File: config.mk
export PLATFORM = sky130hd
export DESIGN_NAME = imsq_top
export DESIGN_NICKNAME = d
export VERILOG_FILES = /design/src/logic/imsq_pkg.sv /design/src/logic/imsq_top.sv
export SDC_FILE = /design/constraint.sdc
export NUM_CORES = 1
export LEC_CHECK = 0
export ABC_AREA = 1
export BUFFER_PORTS_ARGS = -buffer_cell sky130_fd_sc_hd__buf_2
export CAP_MARGIN = 5
export CORE_ASPECT_RATIO = 1.5
export CORE_MARGIN = 4
export CORE_UTILIZATION = 55
export CTS_CLUSTER_DIAMETER = 60
export DETAILED_ROUTE_END_ITERATION = 8
export PLACE_DENSITY = 0.81
export SLEW_MARGIN = 20
export SYNTH_ARGS = -nofsm -noshare
export SYNTH_HDL_FRONTEND = slang
export SYNTH_SLANG_ARGS = --single-unit
File: constraint.sdc
create_clock -name clk -period 7.5 [get_ports clk]
set_input_delay 0.375 -clock clk [delete_from_list [all_inputs] [get_ports clk]]
set_output_delay 0.375 -clock clk [all_outputs]
set_load 0.005 [all_outputs]
File: src/logic/imsq_pkg.sv
// constants, types and field layout of the two-wire master sequencer
// assumes a single clk domain and an Avalon-MM slave with waitrequest
package imsq_pkg;
   // register byte offsets
   localparam logic [3:0] CTRL_OFS = 4'h0;
   localparam logic [3:0] BUF_OFS  = 4'h4;
   localparam logic [3:0] ADDR_OFS = 4'h8;
   localparam logic [3:0] STAT_OFS = 4'hc;
   // port_control_two fields
   localparam int START_EN_BIT = 0;
   localparam int RESTART_BIT  = 1;
   localparam int STOP_EN_BIT  = 2;
   localparam int RECV_BIT     = 3;
   localparam int ACK_DATA_BIT = 4;
   localparam int ACK_STAT_BIT = 6;
   // status fields
   localparam int FLAG_BIT = 0;
   localparam int BUSY_BIT = 1;
   // reset values and counts
   localparam logic [7:0] RELOAD_RST = 8'h00;
   localparam logic [3:0] LAST_BIT   = 4'h8;
   localparam int         BRG_DIV    = 4;
   // sequencer states
   typedef enum logic [2:0] {
      ST_IDLE, ST_RESTART, ST_START, ST_BITS, ST_HOLD, ST_STOP
   } imsq_state_type;
   // open-drain pin drive bundle
   typedef struct packed {
      logic scl_out;
      logic scl_oe;
      logic sda_out;
      logic sda_oe;
   } imsq_pins_type;
endpackage

File: src/logic/imsq_top.sv
// two-wire bus master sequencer with Avalon-MM register slave
// assumes pins resolved outside (wired-and), inputs synchronous to clk
`timescale 1ns/10ps
module imsq_top #(
   parameter int DIV = imsq_pkg::BRG_DIV  // clk cycles per reload step
) (
   // clock and reset
   input  wire logic                   clk,
   input  wire logic                   rst,
   // avalon-mm slave
   input  wire logic [3:0]             address,
   input  wire logic                   read,
   input  wire logic                   write,
   input  wire logic [3:0]             byteenable,
   input  wire logic [31:0]            writedata,
   output logic      [31:0]            readdata,
   output logic                        waitrequest,
   // two-wire bus
   input  wire logic                   scl_in,
   input  wire logic                   sda_in,
   output imsq_pkg::imsq_pins_type     pins
);
   import imsq_pkg::*;

   if (DIV < 1 || DIV > 4) begin : g_chk
      $error("DIV must lie in 1..4");
   end

   // register selection by word offset
   function automatic logic hit(input logic [3:0] a, input logic [3:0] o);
      return a[3:2] == o[3:2];
   endfunction

   // pin levels per state and quarter: {scl_high, sda_high}
   function automatic logic [1:0] lvl(input imsq_state_type s,
                                      input logic [1:0] q, input logic b);
      case (s)
         ST_IDLE:    lvl = 2'h3;
         ST_RESTART: lvl = 2'h1;
         ST_START:   lvl = (q == 2'h0) ? 2'h3 : (q == 2'h3) ? 2'h0 : 2'h2;
         ST_BITS:    lvl = {q[1], b};
         ST_HOLD:    lvl = 2'h1;
         ST_STOP:    lvl = (q == 2'h0) ? 2'h0 : (q == 2'h3) ? 2'h3 : 2'h2;
         default:    lvl = 2'h3;
      endcase
   endfunction

   imsq_state_type state_ff, nxt_state_ff;  // sequencer state
   logic [1:0]  q_ff, nxt_q_ff;             // quarter of bit time
   logic [9:0]  cnt_ff, nxt_cnt_ff;         // baud counter
   logic [3:0]  bit_ff, nxt_bit_ff;         // bit index 0..8
   logic [8:0]  tx_ff, nxt_tx_ff;           // outgoing bits, msb first
   logic [7:0]  rx_ff, nxt_rx_ff;           // received byte
   logic [7:0]  reload_ff, nxt_reload_ff;   // address_or_baud_reload
   logic        ack_stat_ff, nxt_ack_stat_ff;
   logic        ack_data_ff, nxt_ack_data_ff;
   logic        rd_mode_ff, nxt_rd_mode_ff; // current byte is a receive
   logic        addr_ph_ff, nxt_addr_ph_ff; // next load is the address
   logic        dir_ff, nxt_dir_ff;         // direction of transfer
   logic        flag_ff, nxt_flag_ff;       // port_interrupt_flag
   logic [1:0]  lvl_ff, nxt_lvl_ff;         // registered pin levels
   logic        served_ff, nxt_served_ff;   // bus wait state done
   logic [31:0] rdata_ff, nxt_rdata_ff;     // read data
   logic [9:0]  limit;                      // last count of a quarter
   logic        tick;                       // quarter ends
   logic        wr_ok;                      // write taken this edge
   logic        flag_set;                   // hardware event

   // quarter length is DIV*(reload+1) clocks
   assign limit = 10'((DIV * (int'(reload_ff) + 1)) - 1);
   assign tick  = (cnt_ff == limit);
   assign wr_ok = write & served_ff & byteenable[0];

   // one wait state per access; waitrequest low on the taking edge
   assign waitrequest = (read | write) & ~served_ff;
   assign readdata    = rdata_ff;

   // open drain: only ever pull low
   assign pins.scl_out = 1'b0;
   assign pins.sda_out = 1'b0;
   assign pins.scl_oe  = ~lvl_ff[1];
   assign pins.sda_oe  = ~lvl_ff[0];

   // bus slave: wait state and read data
   always_comb begin
      nxt_served_ff = (read | write) & ~served_ff;
      nxt_rdata_ff  = rdata_ff;
      if (read & ~served_ff) begin
         nxt_rdata_ff = 32'h0; // unused bits read zero
         if (hit(address, CTRL_OFS)) begin
            nxt_rdata_ff[ACK_STAT_BIT] = ack_stat_ff;
            nxt_rdata_ff[ACK_DATA_BIT] = ack_data_ff;
            nxt_rdata_ff[START_EN_BIT] = state_ff == ST_START;
            nxt_rdata_ff[RESTART_BIT]  = state_ff == ST_RESTART;
            nxt_rdata_ff[STOP_EN_BIT]  = state_ff == ST_STOP;
            nxt_rdata_ff[RECV_BIT]     = (state_ff == ST_BITS) & rd_mode_ff;
         end else if (hit(address, BUF_OFS)) begin
            nxt_rdata_ff[7:0] = rx_ff;
         end else if (hit(address, ADDR_OFS)) begin
            nxt_rdata_ff[7:0] = reload_ff;
         end else if (hit(address, STAT_OFS)) begin
            nxt_rdata_ff[FLAG_BIT] = flag_ff;
            nxt_rdata_ff[BUSY_BIT] = (state_ff != ST_IDLE) & (state_ff != ST_HOLD);
         end
      end
   end

   // sequencer next state
   always_comb begin
      nxt_state_ff    = state_ff;
      nxt_q_ff        = q_ff;
      nxt_cnt_ff      = 10'h0;
      nxt_bit_ff      = bit_ff;
      nxt_tx_ff       = tx_ff;
      nxt_rx_ff       = rx_ff;
      nxt_reload_ff   = reload_ff;
      nxt_ack_stat_ff = ack_stat_ff;
      nxt_ack_data_ff = ack_data_ff;
      nxt_rd_mode_ff  = rd_mode_ff;
      nxt_addr_ph_ff  = addr_ph_ff;
      nxt_dir_ff      = dir_ff;
      flag_set        = 1'b0;
      // shared register: reload value in master use
      if (wr_ok & hit(address, ADDR_OFS)) begin
         nxt_reload_ff = writedata[7:0];
      end
      if (wr_ok & hit(address, CTRL_OFS)) begin
         nxt_ack_data_ff = writedata[ACK_DATA_BIT];
      end
      // counter runs only while a condition or bit is timed
      if ((state_ff != ST_IDLE) && (state_ff != ST_HOLD) && !tick) begin
         nxt_cnt_ff = cnt_ff + 10'h1;
      end
      case (state_ff)
         ST_IDLE: begin
            // only a start is accepted on an idle bus
            if (wr_ok & hit(address, CTRL_OFS) & writedata[START_EN_BIT]) begin
               nxt_state_ff = ST_START;
               nxt_q_ff     = 2'h0;
            end
         end
         ST_HOLD: begin
            // clock held low until software acts
            if (wr_ok & hit(address, BUF_OFS)) begin
               nxt_tx_ff      = {writedata[7:0], 1'b1};
               nxt_rd_mode_ff = 1'b0;
               nxt_state_ff   = ST_BITS;
               nxt_bit_ff     = 4'h0;
               nxt_q_ff       = 2'h0;
               nxt_addr_ph_ff = 1'b0;
               if (addr_ph_ff) begin
                  nxt_dir_ff = writedata[0];
               end
            end else if (wr_ok & hit(address, CTRL_OFS)) begin
               if (writedata[STOP_EN_BIT]) begin
                  nxt_state_ff = ST_STOP;
                  nxt_q_ff     = 2'h0;
               end else if (writedata[RESTART_BIT]) begin
                  nxt_state_ff = ST_RESTART;
                  nxt_q_ff     = 2'h0;
               end else if (writedata[RECV_BIT] & dir_ff & ~addr_ph_ff) begin
                  // release data for eight bits, then drive acknowledge
                  nxt_tx_ff      = {8'hff, writedata[ACK_DATA_BIT]};
                  nxt_ack_data_ff = writedata[ACK_DATA_BIT];
                  nxt_rd_mode_ff = 1'b1;
                  nxt_state_ff   = ST_BITS;
                  nxt_bit_ff     = 4'h0;
                  nxt_q_ff       = 2'h0;
               end
            end
         end
         ST_RESTART: begin
            // release data with clock low, then run a start
            if (tick) begin
               nxt_state_ff = ST_START;
            end
         end
         ST_START: begin
            if (tick) begin
               nxt_q_ff = q_ff + 2'h1;
               if (q_ff == 2'h3) begin
                  nxt_state_ff   = ST_HOLD;
                  nxt_addr_ph_ff = 1'b1;
                  flag_set       = 1'b1;
               end
            end
         end
         ST_BITS: begin
            if (tick) begin
               nxt_q_ff = q_ff + 2'h1;
               // sample in the middle of clock high
               if (q_ff == 2'h2) begin
                  if (bit_ff != LAST_BIT) begin
                     nxt_rx_ff = {rx_ff[6:0], sda_in};
                  end else if (!rd_mode_ff) begin
                     nxt_ack_stat_ff = sda_in;
                  end
               end
               if (q_ff == 2'h3) begin
                  if (bit_ff == LAST_BIT) begin
                     nxt_state_ff = ST_HOLD;
                     flag_set     = 1'b1;
                  end else begin
                     nxt_bit_ff = bit_ff + 4'h1;
                     nxt_tx_ff  = {tx_ff[7:0], 1'b1};
                  end
               end
            end
         end
         ST_STOP: begin
            if (tick) begin
               nxt_q_ff = q_ff + 2'h1;
               if (q_ff == 2'h3) begin
                  nxt_state_ff = ST_IDLE;
                  flag_set     = 1'b1;
               end
            end
         end
         default: nxt_state_ff = ST_IDLE;
      endcase
      // pins follow the next state; data moves only with clock low, except in start and stop
      nxt_lvl_ff = lvl(nxt_state_ff, nxt_q_ff, nxt_tx_ff[8]);
      // falling clock keeps data one more cycle: a data edge on the
      // same edge as the clock could read as a start or stop
      if (lvl_ff[1] & ~nxt_lvl_ff[1]) begin
         nxt_lvl_ff[0] = lvl_ff[0];
      end
      // a set in the same cycle as a clear wins
      nxt_flag_ff = flag_set | (flag_ff &
                    ~(wr_ok & hit(address, STAT_OFS) & writedata[FLAG_BIT]));
   end

   // register all state
   always_ff @(posedge clk) begin
      if (rst) begin
         state_ff    <= ST_IDLE;
         q_ff        <= 2'h0;
         cnt_ff      <= 10'h0;
         bit_ff      <= 4'h0;
         tx_ff       <= 9'h1ff;
         rx_ff       <= 8'h00;
         reload_ff   <= RELOAD_RST;
         ack_stat_ff <= 1'b0;
         ack_data_ff <= 1'b0;
         rd_mode_ff  <= 1'b0;
         addr_ph_ff  <= 1'b0;
         dir_ff      <= 1'b0;
         flag_ff     <= 1'b0;
         lvl_ff      <= 2'h3;
         served_ff   <= 1'b0;
         rdata_ff    <= 32'h0;
      end else begin
         state_ff    <= nxt_state_ff;
         q_ff        <= nxt_q_ff;
         cnt_ff      <= nxt_cnt_ff;
         bit_ff      <= nxt_bit_ff;
         tx_ff       <= nxt_tx_ff;
         rx_ff       <= nxt_rx_ff;
         reload_ff   <= nxt_reload_ff;
         ack_stat_ff <= nxt_ack_stat_ff;
         ack_data_ff <= nxt_ack_data_ff;
         rd_mode_ff  <= nxt_rd_mode_ff;
         addr_ph_ff  <= nxt_addr_ph_ff;
         dir_ff      <= nxt_dir_ff;
         flag_ff     <= nxt_flag_ff;
         lvl_ff      <= nxt_lvl_ff;
         served_ff   <= nxt_served_ff;
         rdata_ff    <= nxt_rdata_ff;
      end
   end
endmodule

==> results of run 1 <==
==> power groups by stage <==
stage               registers [uW]  clock network, uW  logic (uW)
global route                   338                346        80.5
floorplan                      343                  0        57.3
finish                         337                324        70.1
global placement               344                  0        67.4
CTS                            337                330        69.5
detailed placement             344                  0        69.4
==> cells in the mapped netlist (all sizes together) <==
master | n | share of area, %
nand3b | 1 | 0.20
a211oi | 2 | 0.53
o31ai | 1 | 0.20
nand2 | 133 | 14
o21a | 4 | 0.79
clkbuf | 6 | 0.59
or2 | 1 | 0.16
a41oi | 3 | 0.69
o21bai | 2 | 0.39
nand3 | 49 | 6.8
o22ai | 1 | 0.16
nor2 | 72 | 8.7
ha | 7 | 2.3
conb | 1 | 0.098
o21ai | 36 | 4.7
dfxtp | 61 | 32
nor3 | 15 | 2.4
o221ai | 3 | 0.69
a21oi | 45 | 6.1
nor3b | 4 | 0.92
a311oi | 1 | 0.23
o2111ai | 2 | 0.46
clkinv | 1 | 0.098
nor4 | 3 | 0.49
buf | 29 | 5.8
a31oi | 2 | 0.33
inv | 88 | 8.7
xor2 | 3 | 0.69
nand4 | 6 | 0.99
==> metrics by stage <==
step	setup slack [ns]	utilization [%]	power, uW	std cells	hold slack, ns
after floorplan	5.05	-	400	607	0.418
after global placement	4.56	58.8	411	675	0.431
after detailed placement	4.54	58.8	413	675	0.438
after CTS	4.54	62.0	736	690	0.290
after global routing	4.06	62.0	764	690	0.304
final	4.49	62.0	731	690	0.302
==> per-layer routing <==
| layer | part of all wire [%] | vias to the layer above | GRT usage, % | wire length, um |
|---|---|---|---|---|
| li1 | - | 1886 | - | - |
| met1 | 39 | 1692 | 22.3 | 3610 |
| met2 | 52 | 114 | 43.4 | 4790 |
| met3 | 4.9 | 34 | 6.15 | 453 |
| met4 | 3.9 | 0 | 11.2 | 362 |
| met5 | 0 | - | 0 | 0 |
==> cells by family after synthesis <==
group | count (synthesis) | synth area share [%]
simple gates | 284 | 34.4
buf+inv | 124 | 15.2
compound gates | 102 | 15.3
flops | 61 | 32.1
fa+ha+maj | 7 | 2.30
xor+xnor | 3 | 0.690
other cells | 1 | 0.0984
==> cell type report <==
cell class | count | area [um^2] | share of cell area, %
timing repair buffer | 27 | 138 | 3.35
clock buffer | 11 | 141 | 3.44
multi-input combinational | 422 | 2100 | 51.2
inverter | 89 | 334 | 8.14
clock inverter | 4 | 72.6 | 1.77
sequential | 61 | 1220 | 29.7
tap | 76 | 95.1 | 2.32
==> worst paths after layout <==
kind                              from                        to  slack, ns  cells past startpoint
max reg2reg  reload_ff[1]$_SDFFE_PP0P_     rx_ff[1]$_SDFFE_PP0P_       4.49                     18
min reg2reg       cnt_ff[0]$_SDFF_PP0_      cnt_ff[0]$_SDFF_PP0_       0.45                      1
min                             sda_in  ack_stat_ff$_SDFFE_PP0P_       0.30                      3
max          reload_ff[1]$_SDFFE_PP0P_     rx_ff[1]$_SDFFE_PP0P_       4.49                     18
==> registers in the layout, indices dropped and copies added (netlist names), 2 cells and up <==
register and flops:
bit_ff 4, cnt_ff 10, lvl_ff 2, q_ff 2
readdata 8, reload_ff 8, rx_ff 8, state_ff 3
tx_ff 9
==> tightest hold or removal path: cells and delay by family <==
family	cells	cell delay (ns)
buffers and inverters	2	0.16
AOI/OAI and AO/OA	1	0.07
==> results_dict.tcl, run 1 <==
set metrics [dict create \
    status "finished, final reports clean" \
    swShare_pct 25.0 \
    first_iter_violations 339 \
    post_route_wl_um 9210 \
    pin_count_of_the_biggest_net_entering_global_routing 35 \
    floorplan.die.width_um 76.0 \
    start_util_pct 57.5 \
    worst-slew-pin-transition_ns 1.00 \
    ios 83 \
    hold_class "input pin to flip-flop" \
    max_cap_violations 0 \
    leakagePower_uw 0.00187 \
    post_cts_setup_buffer_count 0 \
    grt_first_pass_wirelength_um 15400 \
    route.detailed.drc 0 \
    layout.cells.most_common "nand2_1" \
    placeableCoreArea_um2 6620 \
    clkSlewWorstSetupHoldPaths_ns 0.07 \
    cts_num_sinks 61 \
    timing.critical_path.buf_inv 3 \
    synth.yosys.seq_area_share_pct 32.1 \
    clk-insertion-delay-late_ns 0.35 \
    max_freq_mhz 333 \
    critPathCaptureType "flip-flop" \
    die_area_um2 8350 \
    wl_per_cell_um 13.4 \
    critPathMaxFanout 10 \
    cp_top_family "simple AND/OR/NAND/NOR gates" \
    power.combinational.fraction_pct 9.6 \
    placement.io_buffers 26 \
    postRouteAntennaNets 0 \
    antenna_cells_inserted 0 \
    final.min_clock_period_ns 3.01 \
    finClkSkew_ns 0.00911 \
    summed_negative_setup_slack_over_all_endpoints_ns 0 \
    overflow 0 \
    cts_tree "built" \
    max_stage_delay_ns 0.55 \
    dr_vias_cell 5.40 \
    setup_viols_final 0 \
    critical_path_cell_by_cell "ha_1 > inv_1 > nand2_1 > nand2_1 > nor2_1 > nand2_1 > nor2_1 > nand3_1 > nand2_1 > nand2_2 > nor2_4 > nand2_4 > nor2_2 > inv_2 > nor3_4 > inv_1 > o21ai_0 > a21oi_1" \
    final_hold_viol_count 0 \
    power.ir.vdd_worst_v 0.000157 \
    final-max-slew-violation-count 0 \
    max_slew_headroom_at_the_worst_pin_pct 32.5 \
    grt_pass1_vias 3574 \
    critPathSlowestCell "dfxtp_1" \
    p_per_area_nw_per_um2 178 \
    synth.distinct_cells 43 \
    cell_internal_pwr_uw 548 \
    p_sw_uw 183 \
    share_of_the_clock_period_used_by_the_worst_path_pct 40.1 \
    clock_power_share_pct 44.3 \
    dr.pass1.iters 7 \
    worst_ep_arrival_time_ns 3.24 \
    clock_tree.root_cell "clkbuf_8" \
    gp_routability_congestion 0.966 \
    syn-instance-count 582 \
    ys.warnings.count 0 \
    numCtsBuffers 9 \
    via_count 3726 \
    critical_path_required_ns 7.74 \
    critical_path.startpoint_type "flip-flop" \
    critPathMostFrequentCell "nand2_1" \
    holdBufCountCts 0 \
    place.detailed.hpwl_um 7170 \
    track_usage_pct 22.7 \
    grt_setup_unrepaired "false" \
    power_frac_seq_pct 46.1 \
    syn-cell-area_um2 3810 \
    layout_overhead_on_the_synthesized_area_pct 7.75 \
    layout.cells.most_common_list "126 x nand2_1, 75 x inv_1, 61 x dfxtp_1, 58 x nor2_1, 46 x nand3_1" \
    synth_seq_cells 61 \
    grt_antenna_before_repair 0 \
    number_of_fill_cells 640 \
    rows 36 \
    chipHeight_um 110 \
    critPathKind "flip-flop to flip-flop" \
    synthesis.area_per_instance_um2 6.55 \
    nets 663 \
    cts_buffer_depth 2 \
    final_cell_area_um2 4110 \
    layout-drive-gt1-share_pct 13.8 \
    clock_tree.htree_level_count 3 \
    dpl-instance-area_um2 3890 \
    cts.repair.resized 0 \
]
Power figures use the tool's default switching activity.
==> inputs of run 2 (changes only) <==
Clock period 7.5 ns to 2.92 ns, I/O delays scaled along.
==> run 2 against run 1 <==
Effect of this change: cell area up 4.2%; sequential power grew to 2.6 times the previous value; combinational power grew to 2.9 times the previous value; critical path depth grew 2; non-clock buffer count grew 12; highest routed layer unchanged.
==> results_dict.tcl, run 2 (synthesized netlist as in run 1, its figures left out) <==
set metrics [dict create \
    gp_routability_congestion 0.959 \
    p_per_area_nw_per_um2 434 \
    grt_pass1_vias 3753 \
    grt_antenna_before_repair 0 \
    reg2reg_slack_ns 0.30 \
    final_cell_count_no_fill 703 \
    hold_class "input pin to flip-flop" \
    min_from "sda_in" \
    holdBufCountCts 0 \
    setup_viols_final 0 \
    layout.cells.most_common "nand2_1" \
    worst_ep_arrival_time_ns 2.85 \
    chipHeight_um 110 \
    post_route_wl_um 9800 \
    worst-slew-pin-transition_ns 0.722 \
    critPathKind "flip-flop to flip-flop" \
    placeableCoreArea_um2 6620 \
    cts_num_sinks 61 \
    track_usage_pct 23.8 \
    dpl.cell_count 683 \
    power.ir.vdd_worst_v 0.000356 \
    summed_negative_setup_slack_over_all_endpoints_ns 0 \
    start_util_pct 57.5 \
    critical_path_required_ns 3.15 \
    leakagePower_uw 0.00193 \
    pre_cts_slack_ns 0.114 \
    rows 36 \
    via_count 3817 \
    reg_top3 "cnt_ff (10), tx_ff (9)" \
    critPathCaptureType "flip-flop" \
    final-max-slew-violation-count 0 \
    layout-drive-gt1-share_pct 18.3 \
    dr_vias_cell 5.43 \
    max_slew_headroom_at_the_worst_pin_pct 51.5 \
    status "finished, final reports clean" \
    critPathMaxFanout 8 \
    critical_path.startpoint_type "flip-flop" \
    wl_per_cell_um 13.9 \
    clock_tree.htree_level_count 3 \
    cts_buffer_depth 2 \
    share_of_the_clock_period_used_by_the_worst_path_pct 89.8 \
    rr_startpoint "reload_ff[1]$_SDFFE_PP0P_" \
    postRouteAntennaNets 0 \
    dr.pass1.iters 4 \
    overflow 0 \
    grt_setup_unrepaired "false" \
    max_freq_mhz 381 \
    floorplan.die.width_um 76.0 \
    route.detailed.drc 0 \
    hold_path_depth 3 \
    worstHoldEndpoint "ack_stat_ff$_SDFFE_PP0P_" \
    number_of_fill_cells 623 \
    final_hold_viol_count 0 \
    antenna_cells_inserted 0 \
    clkSlewWorstSetupHoldPaths_ns 0.07 \
    first_iter_violations 264 \
    final.min_clock_period_ns 2.62 \
    die_area_um2 8350 \
    nets 675 \
    finClkSkew_ns 0.00571 \
    worstRegToRegCells 20 \
    max_flop_register "cnt_ff" \
    placement.io_buffers 26 \
    clk-insertion-delay-late_ns 0.35 \
    ios 83 \
    grt_first_pass_wirelength_um 16000 \
    largest_register_ff_count 10 \
    cts_tree "built" \
    timing.rr.end "lvl_ff[0]$_SDFFE_PP1N_" \
    total_power_uw 1860 \
    layout_overhead_on_the_synthesized_area_pct 12.3 \
    pin_count_of_the_biggest_net_entering_global_routing 28 \
    layout.cells.most_common_list "119 x nand2_1, 75 x inv_1, 58 x dfxtp_1, 55 x nor2_1, 46 x nand3_1" \
    place.detailed.hpwl_um 7390 \
    layout_setup_ws_ns 0.298 \
    clock_tree.root_cell "clkbuf_8" \
    max_cap_violations 0 \
    numCtsBuffers 9 \
]
==> run 2: changes by cell type in the layout (fill, tap and decap cells not counted), moves of 2 or more <==
cell	before	now
buf_4	1	13
nand2_1	126	119
nand2_2	6	13
dfxtp_1	61	58
nor2_1	58	55
nor2_4	5	8
clkinv_4	0	2
dfxtp_4	0	2
ha_1	7	5
ha_4	0	2
==> run 2: repair_timing <==
| item | in CTS | in global routing |
|---|---|---|
| gates resized for setup | 0 | 25 |
| endpoints found under the setup margin | 0 | 24 |
| buffers inserted | 0 | 4 |
==> run 2: final cells by class <==
class                           count  area, um^2  area share [%]
Multi-Input combinational cell    422        2180            51.0
Clock buffer                       10         138            3.22
Timing Repair Buffer               39         228            5.32
Clock inverter                      6        71.3            1.67
Tap cell                           76        95.1            2.22
Inverter                           89         337            7.87
Sequential cell                    61        1230            28.7
==> run 2: worst max-delay path: stages (launching register included) <==
cell     delay, ns
dfxtp_4       0.42
ha_4          0.18
nand3_1       0.10
o21ai_0       0.27
nand3_1       0.12
nand2_1       0.10
nand2_1       0.06
nand2_1       0.09
inv_2         0.05
nor2_4        0.16
nand2_4       0.12
nand2_2       0.10
nand3_2       0.12
inv_2         0.07
nand2_1       0.07
nand2_1       0.10
nor2_1        0.05
nor2_1        0.10
nand3_1       0.08
nand2_1       0.07
nand3_1       0.06
==> run 2: report_power, final <==
part	internal, uW	leakage (uW)	switching (uW)
sequential	849	0.000496	14.3
clock	423	0.0000991	370
combinational	70.7	0.00133	129
total	1340	0.00193	513
==> run 2: per-layer routing <==
layer	vias to the layer above	track usage [%]	routed length (um)	share of wire (%)
met1	1754	22.2	3620	37
met4	0	14.1	414	4.2
met3	36	5.66	503	5.1
met2	116	46.3	5260	54
met5	-	0	0	0
li1	1911	-	-	-
==> run 2: metrics by stage <==
| stage | hold slack [ns] | utilization [%] | instance area, um^2 |
|---|---|---|---|
| final | 0.0748 | 64.6 | 4280 |
| after global routing | 0.0700 | 64.6 | 4280 |
| after CTS | 0.0592 | 62.8 | 4160 |
| after detailed placement | 0.436 | 59.7 | 3950 |
| after global placement | 0.430 | 59.7 | 3950 |
| after floorplan | 0.294 | - | 3900 |
==> run 2: worst max path at each step <==
stage                                    startpoint  slack [ns]                     end  cells after the start
after floorplan           reload_ff[0]$_SDFFE_PP0P_        0.47   tx_ff[0]$_SDFFE_PP1P_                     21
after global placement    reload_ff[1]$_SDFFE_PP0P_        0.23  lvl_ff[0]$_SDFFE_PP1N_                     20
after detailed placement  reload_ff[1]$_SDFFE_PP0P_        0.11  bit_ff[3]$_SDFFE_PP0P_                     20
after CTS                 reload_ff[1]$_SDFFE_PP0P_        0.08  lvl_ff[0]$_SDFFE_PP1N_                     20
after global routing      reload_ff[1]$_SDFFE_PP0P_       0.005  lvl_ff[0]$_SDFFE_PP1N_                     22
final                     reload_ff[1]$_SDFFE_PP0P_        0.30  lvl_ff[0]$_SDFFE_PP1N_                     20
==> inputs of run 3 (changes only) <==
Settings changed: CELL_PAD_IN_SITES_DETAIL_PLACEMENT set to 2, CELL_PAD_IN_SITES_GLOBAL_PLACEMENT set to 2, CORE_UTILIZATION 55 to 29, PLACE_DENSITY 0.81 to unset, PLACE_DENSITY_LB_ADDON set to 0.1.
==> run 3 against run 2 <==
Effect of this change: first-iteration DRC count fell by 57%; sequential share of layout area shrank 3.2 points; clock power rose by 49%; critical path depth is the same; combinational power increased by 13%; clock-buffer cell count shrank 1; register-to-register slack lost 0.15 ns; via count grew 3.1%; largest power group is now clock; sequential power hardly changed; non-clock buffer count increased by 21; fmax shrank 5.5%.
==> results_dict.tcl, run 3 (synthesized netlist as in run 1, its figures left out) <==
set metrics [dict create \
    track_usage_pct 19.5 \
    holdBufCountCts 0 \
    pre_cts_slack_ns -0.200 \
    clock_tree.htree_level_count 3 \
    multi_input_area_um2 2310 \
    hold_class "input pin to flip-flop" \
    total_power_uw 2270 \
    nets 697 \
    seq_area_um2 1230 \
    placeableCoreArea_um2 13000 \
    worst-slew-pin-transition_ns 0.819 \
    cts_buffer_depth 2 \
    rows 51 \
    cts_tree "built" \
    critPathCaptureType "flip-flop" \
    grt_use_met3_pct 3.47 \
    postRouteAntennaNets 0 \
    wl_per_cell_um 17.6 \
    start_util_pct 29.4 \
    layout.cells.most_common_list "106 x nand2_1, 73 x inv_1, 58 x dfxtp_1, 51 x nor2_1, 43 x a21oi_1" \
    gp_routability_congestion 0.851 \
    largest_register_ff_count 10 \
    p_per_area_nw_per_um2 471 \
    global_route.usage.met2_pct 40.4 \
    dr.pass1.iters 4 \
    cts_num_sinks 61 \
    overflow 0 \
    finClkSkew_ns 0.00980 \
    grt.busiest_layer "met2" \
    grt_first_pass_wirelength_um 22500 \
    max_cap_violations 0 \
    first_iter_violations 113 \
    grt_antenna_before_repair 1 \
    worst_ep_arrival_time_ns 2.99 \
    layout-drive-gt1-share_pct 25.0 \
    clkSlewWorstSetupHoldPaths_ns 0.06 \
    reg_top3 "cnt_ff (10), tx_ff (9)" \
    critical_path_required_ns 3.14 \
    post_route_wl_um 14200 \
    clk-insertion-delay-late_ns 0.33 \
    layout.cells.most_common "nand2_1" \
    max_freq_mhz 361 \
    die_area_um2 15100 \
    critical_path.startpoint_type "flip-flop" \
    final.min_clock_period_ns 2.77 \
    grt_pass1_vias 4397 \
    place.detailed.hpwl_um 11300 \
    dr_vias_cell 4.87 \
    setup_viols_final 0 \
    max_slew_headroom_at_the_worst_pin_pct 45.0 \
    final-max-slew-violation-count 0 \
    antenna_cells_inserted 0 \
    chipHeight_um 148 \
    critPathKind "flip-flop to flip-flop" \
    power.ir.vdd_worst_v 0.000268 \
    number_of_fill_cells 1608 \
    final_hold_viol_count 0 \
    pin_count_of_the_biggest_net_entering_global_routing 29 \
    layout_overhead_on_the_synthesized_area_pct 26.7 \
    share_of_the_clock_period_used_by_the_worst_path_pct 95.0 \
    via_count 3935 \
    grtUsageMet1_pct 18.7 \
    layout_setup_ws_ns 0.146 \
    leakagePower_uw 0.00214 \
    status "finished, final reports clean" \
    max_flop_register "cnt_ff" \
    placement.io_buffers 26 \
    clock_tree.root_cell "clkbuf_16" \
    floorplan.die.width_um 102 \
    numCtsBuffers 9 \
    critPathMaxFanout 8 \
    route.detailed.drc 0 \
    ios 83 \
    grt_setup_unrepaired "true" \
]
## run 3: cell count changes in the layout (fill, tap and decap cells not counted), sizes merged
| cell | change |
|---|---|
| buf | +21 |
| bufinv | +1 |
| clkbuf | -1 |
| clkinv | +3 |
| clkinvlp | -1 |
| inv | -1 |
## run 3: what timing repair did
item | 4_1_cts | 5_1_grt
gates resized for setup | 12 | 59
pin swaps | 3 | 28
endpoints found under the setup margin | 8 | 23
gates cloned | 0 | 1
hold endpoints to repair | 0 | 0
setup buffers | 2 | 3
## run 3: area by class of cell
class	instances	area share, %
Inverter	89	7.18
Clock inverter	7	2.05
Timing Repair inverter	1	0.104
Clock buffer	9	4.67
Tap cell	159	4.12
Timing Repair Buffer	60	8.40
Multi-Input combinational cell	422	48.0
Sequential cell	61	25.5
## run 3: worst paths after layout
check | startpoint | to | slack (ns) | cells past startpoint
setup / recovery | reload_ff[0]$_SDFFE_PP0P_ | tx_ff[0]$_SDFFE_PP1P_ | 0.15 | 20
hold reg to reg | cnt_ff[0]$_SDFF_PP0_ | cnt_ff[0]$_SDFF_PP0_ | 0.45 | 1
hold / removal | sda_in | ack_stat_ff$_SDFFE_PP0P_ | 0.09 | 3
setup reg to reg | reload_ff[0]$_SDFFE_PP0P_ | tx_ff[0]$_SDFFE_PP1P_ | 0.15 | 20
## run 3: critical path: stages (launching register included)
cell	delay (ns)
dfxtp_4	0.39
ha_4	0.19
nand2_4	0.07
o21ai_2	0.14
nand2_2	0.11
inv_4	0.09
nand2_2	0.06
nand2_2	0.07
nand2_1	0.07
nand2_2	0.08
nand2_2	0.06
nor2_4	0.22
nand2_4	0.15
nor2_4	0.17
inv_4	0.06
nand2_4	0.06
a21oi_4	0.06
nor2_4	0.17
clkinv_4	0.12
a211oi_2	0.23
nand2_1	0.07
## run 3: where the power goes
group          leakage, uW  total, uW  internal [uW]  switching, uW
Clock             0.000156       1180            752            431
Combinational      0.00148        227           80.6            146
Sequential        0.000497        864            850           14.5
Total              0.00214       2270           1680            592
## run 3: routing by layer
| layer | wire (um) | vias to the layer above |
|---|---|---|
| met4 | 222 | 2 |
| met3 | 277 | 14 |
| met1 | 5170 | 1936 |
| met5 | 11 | - |
| met2 | 8550 | 34 |
| li1 | - | 1949 |
## run 3: stage by stage
step	utilization [%]	cells	setup TNS (ns)	hold slack (ns)	area [um^2]
after floorplan	-	607	0	0.294	3900
after global placement	32.5	786	-0.0771	0.415	4210
after detailed placement	32.5	786	-0.394	0.424	4210
after CTS	35.5	804	0	0.0799	4600
after global routing	37.3	808	-0.200	0.106	4830
final	37.3	808	0	0.0905	4830
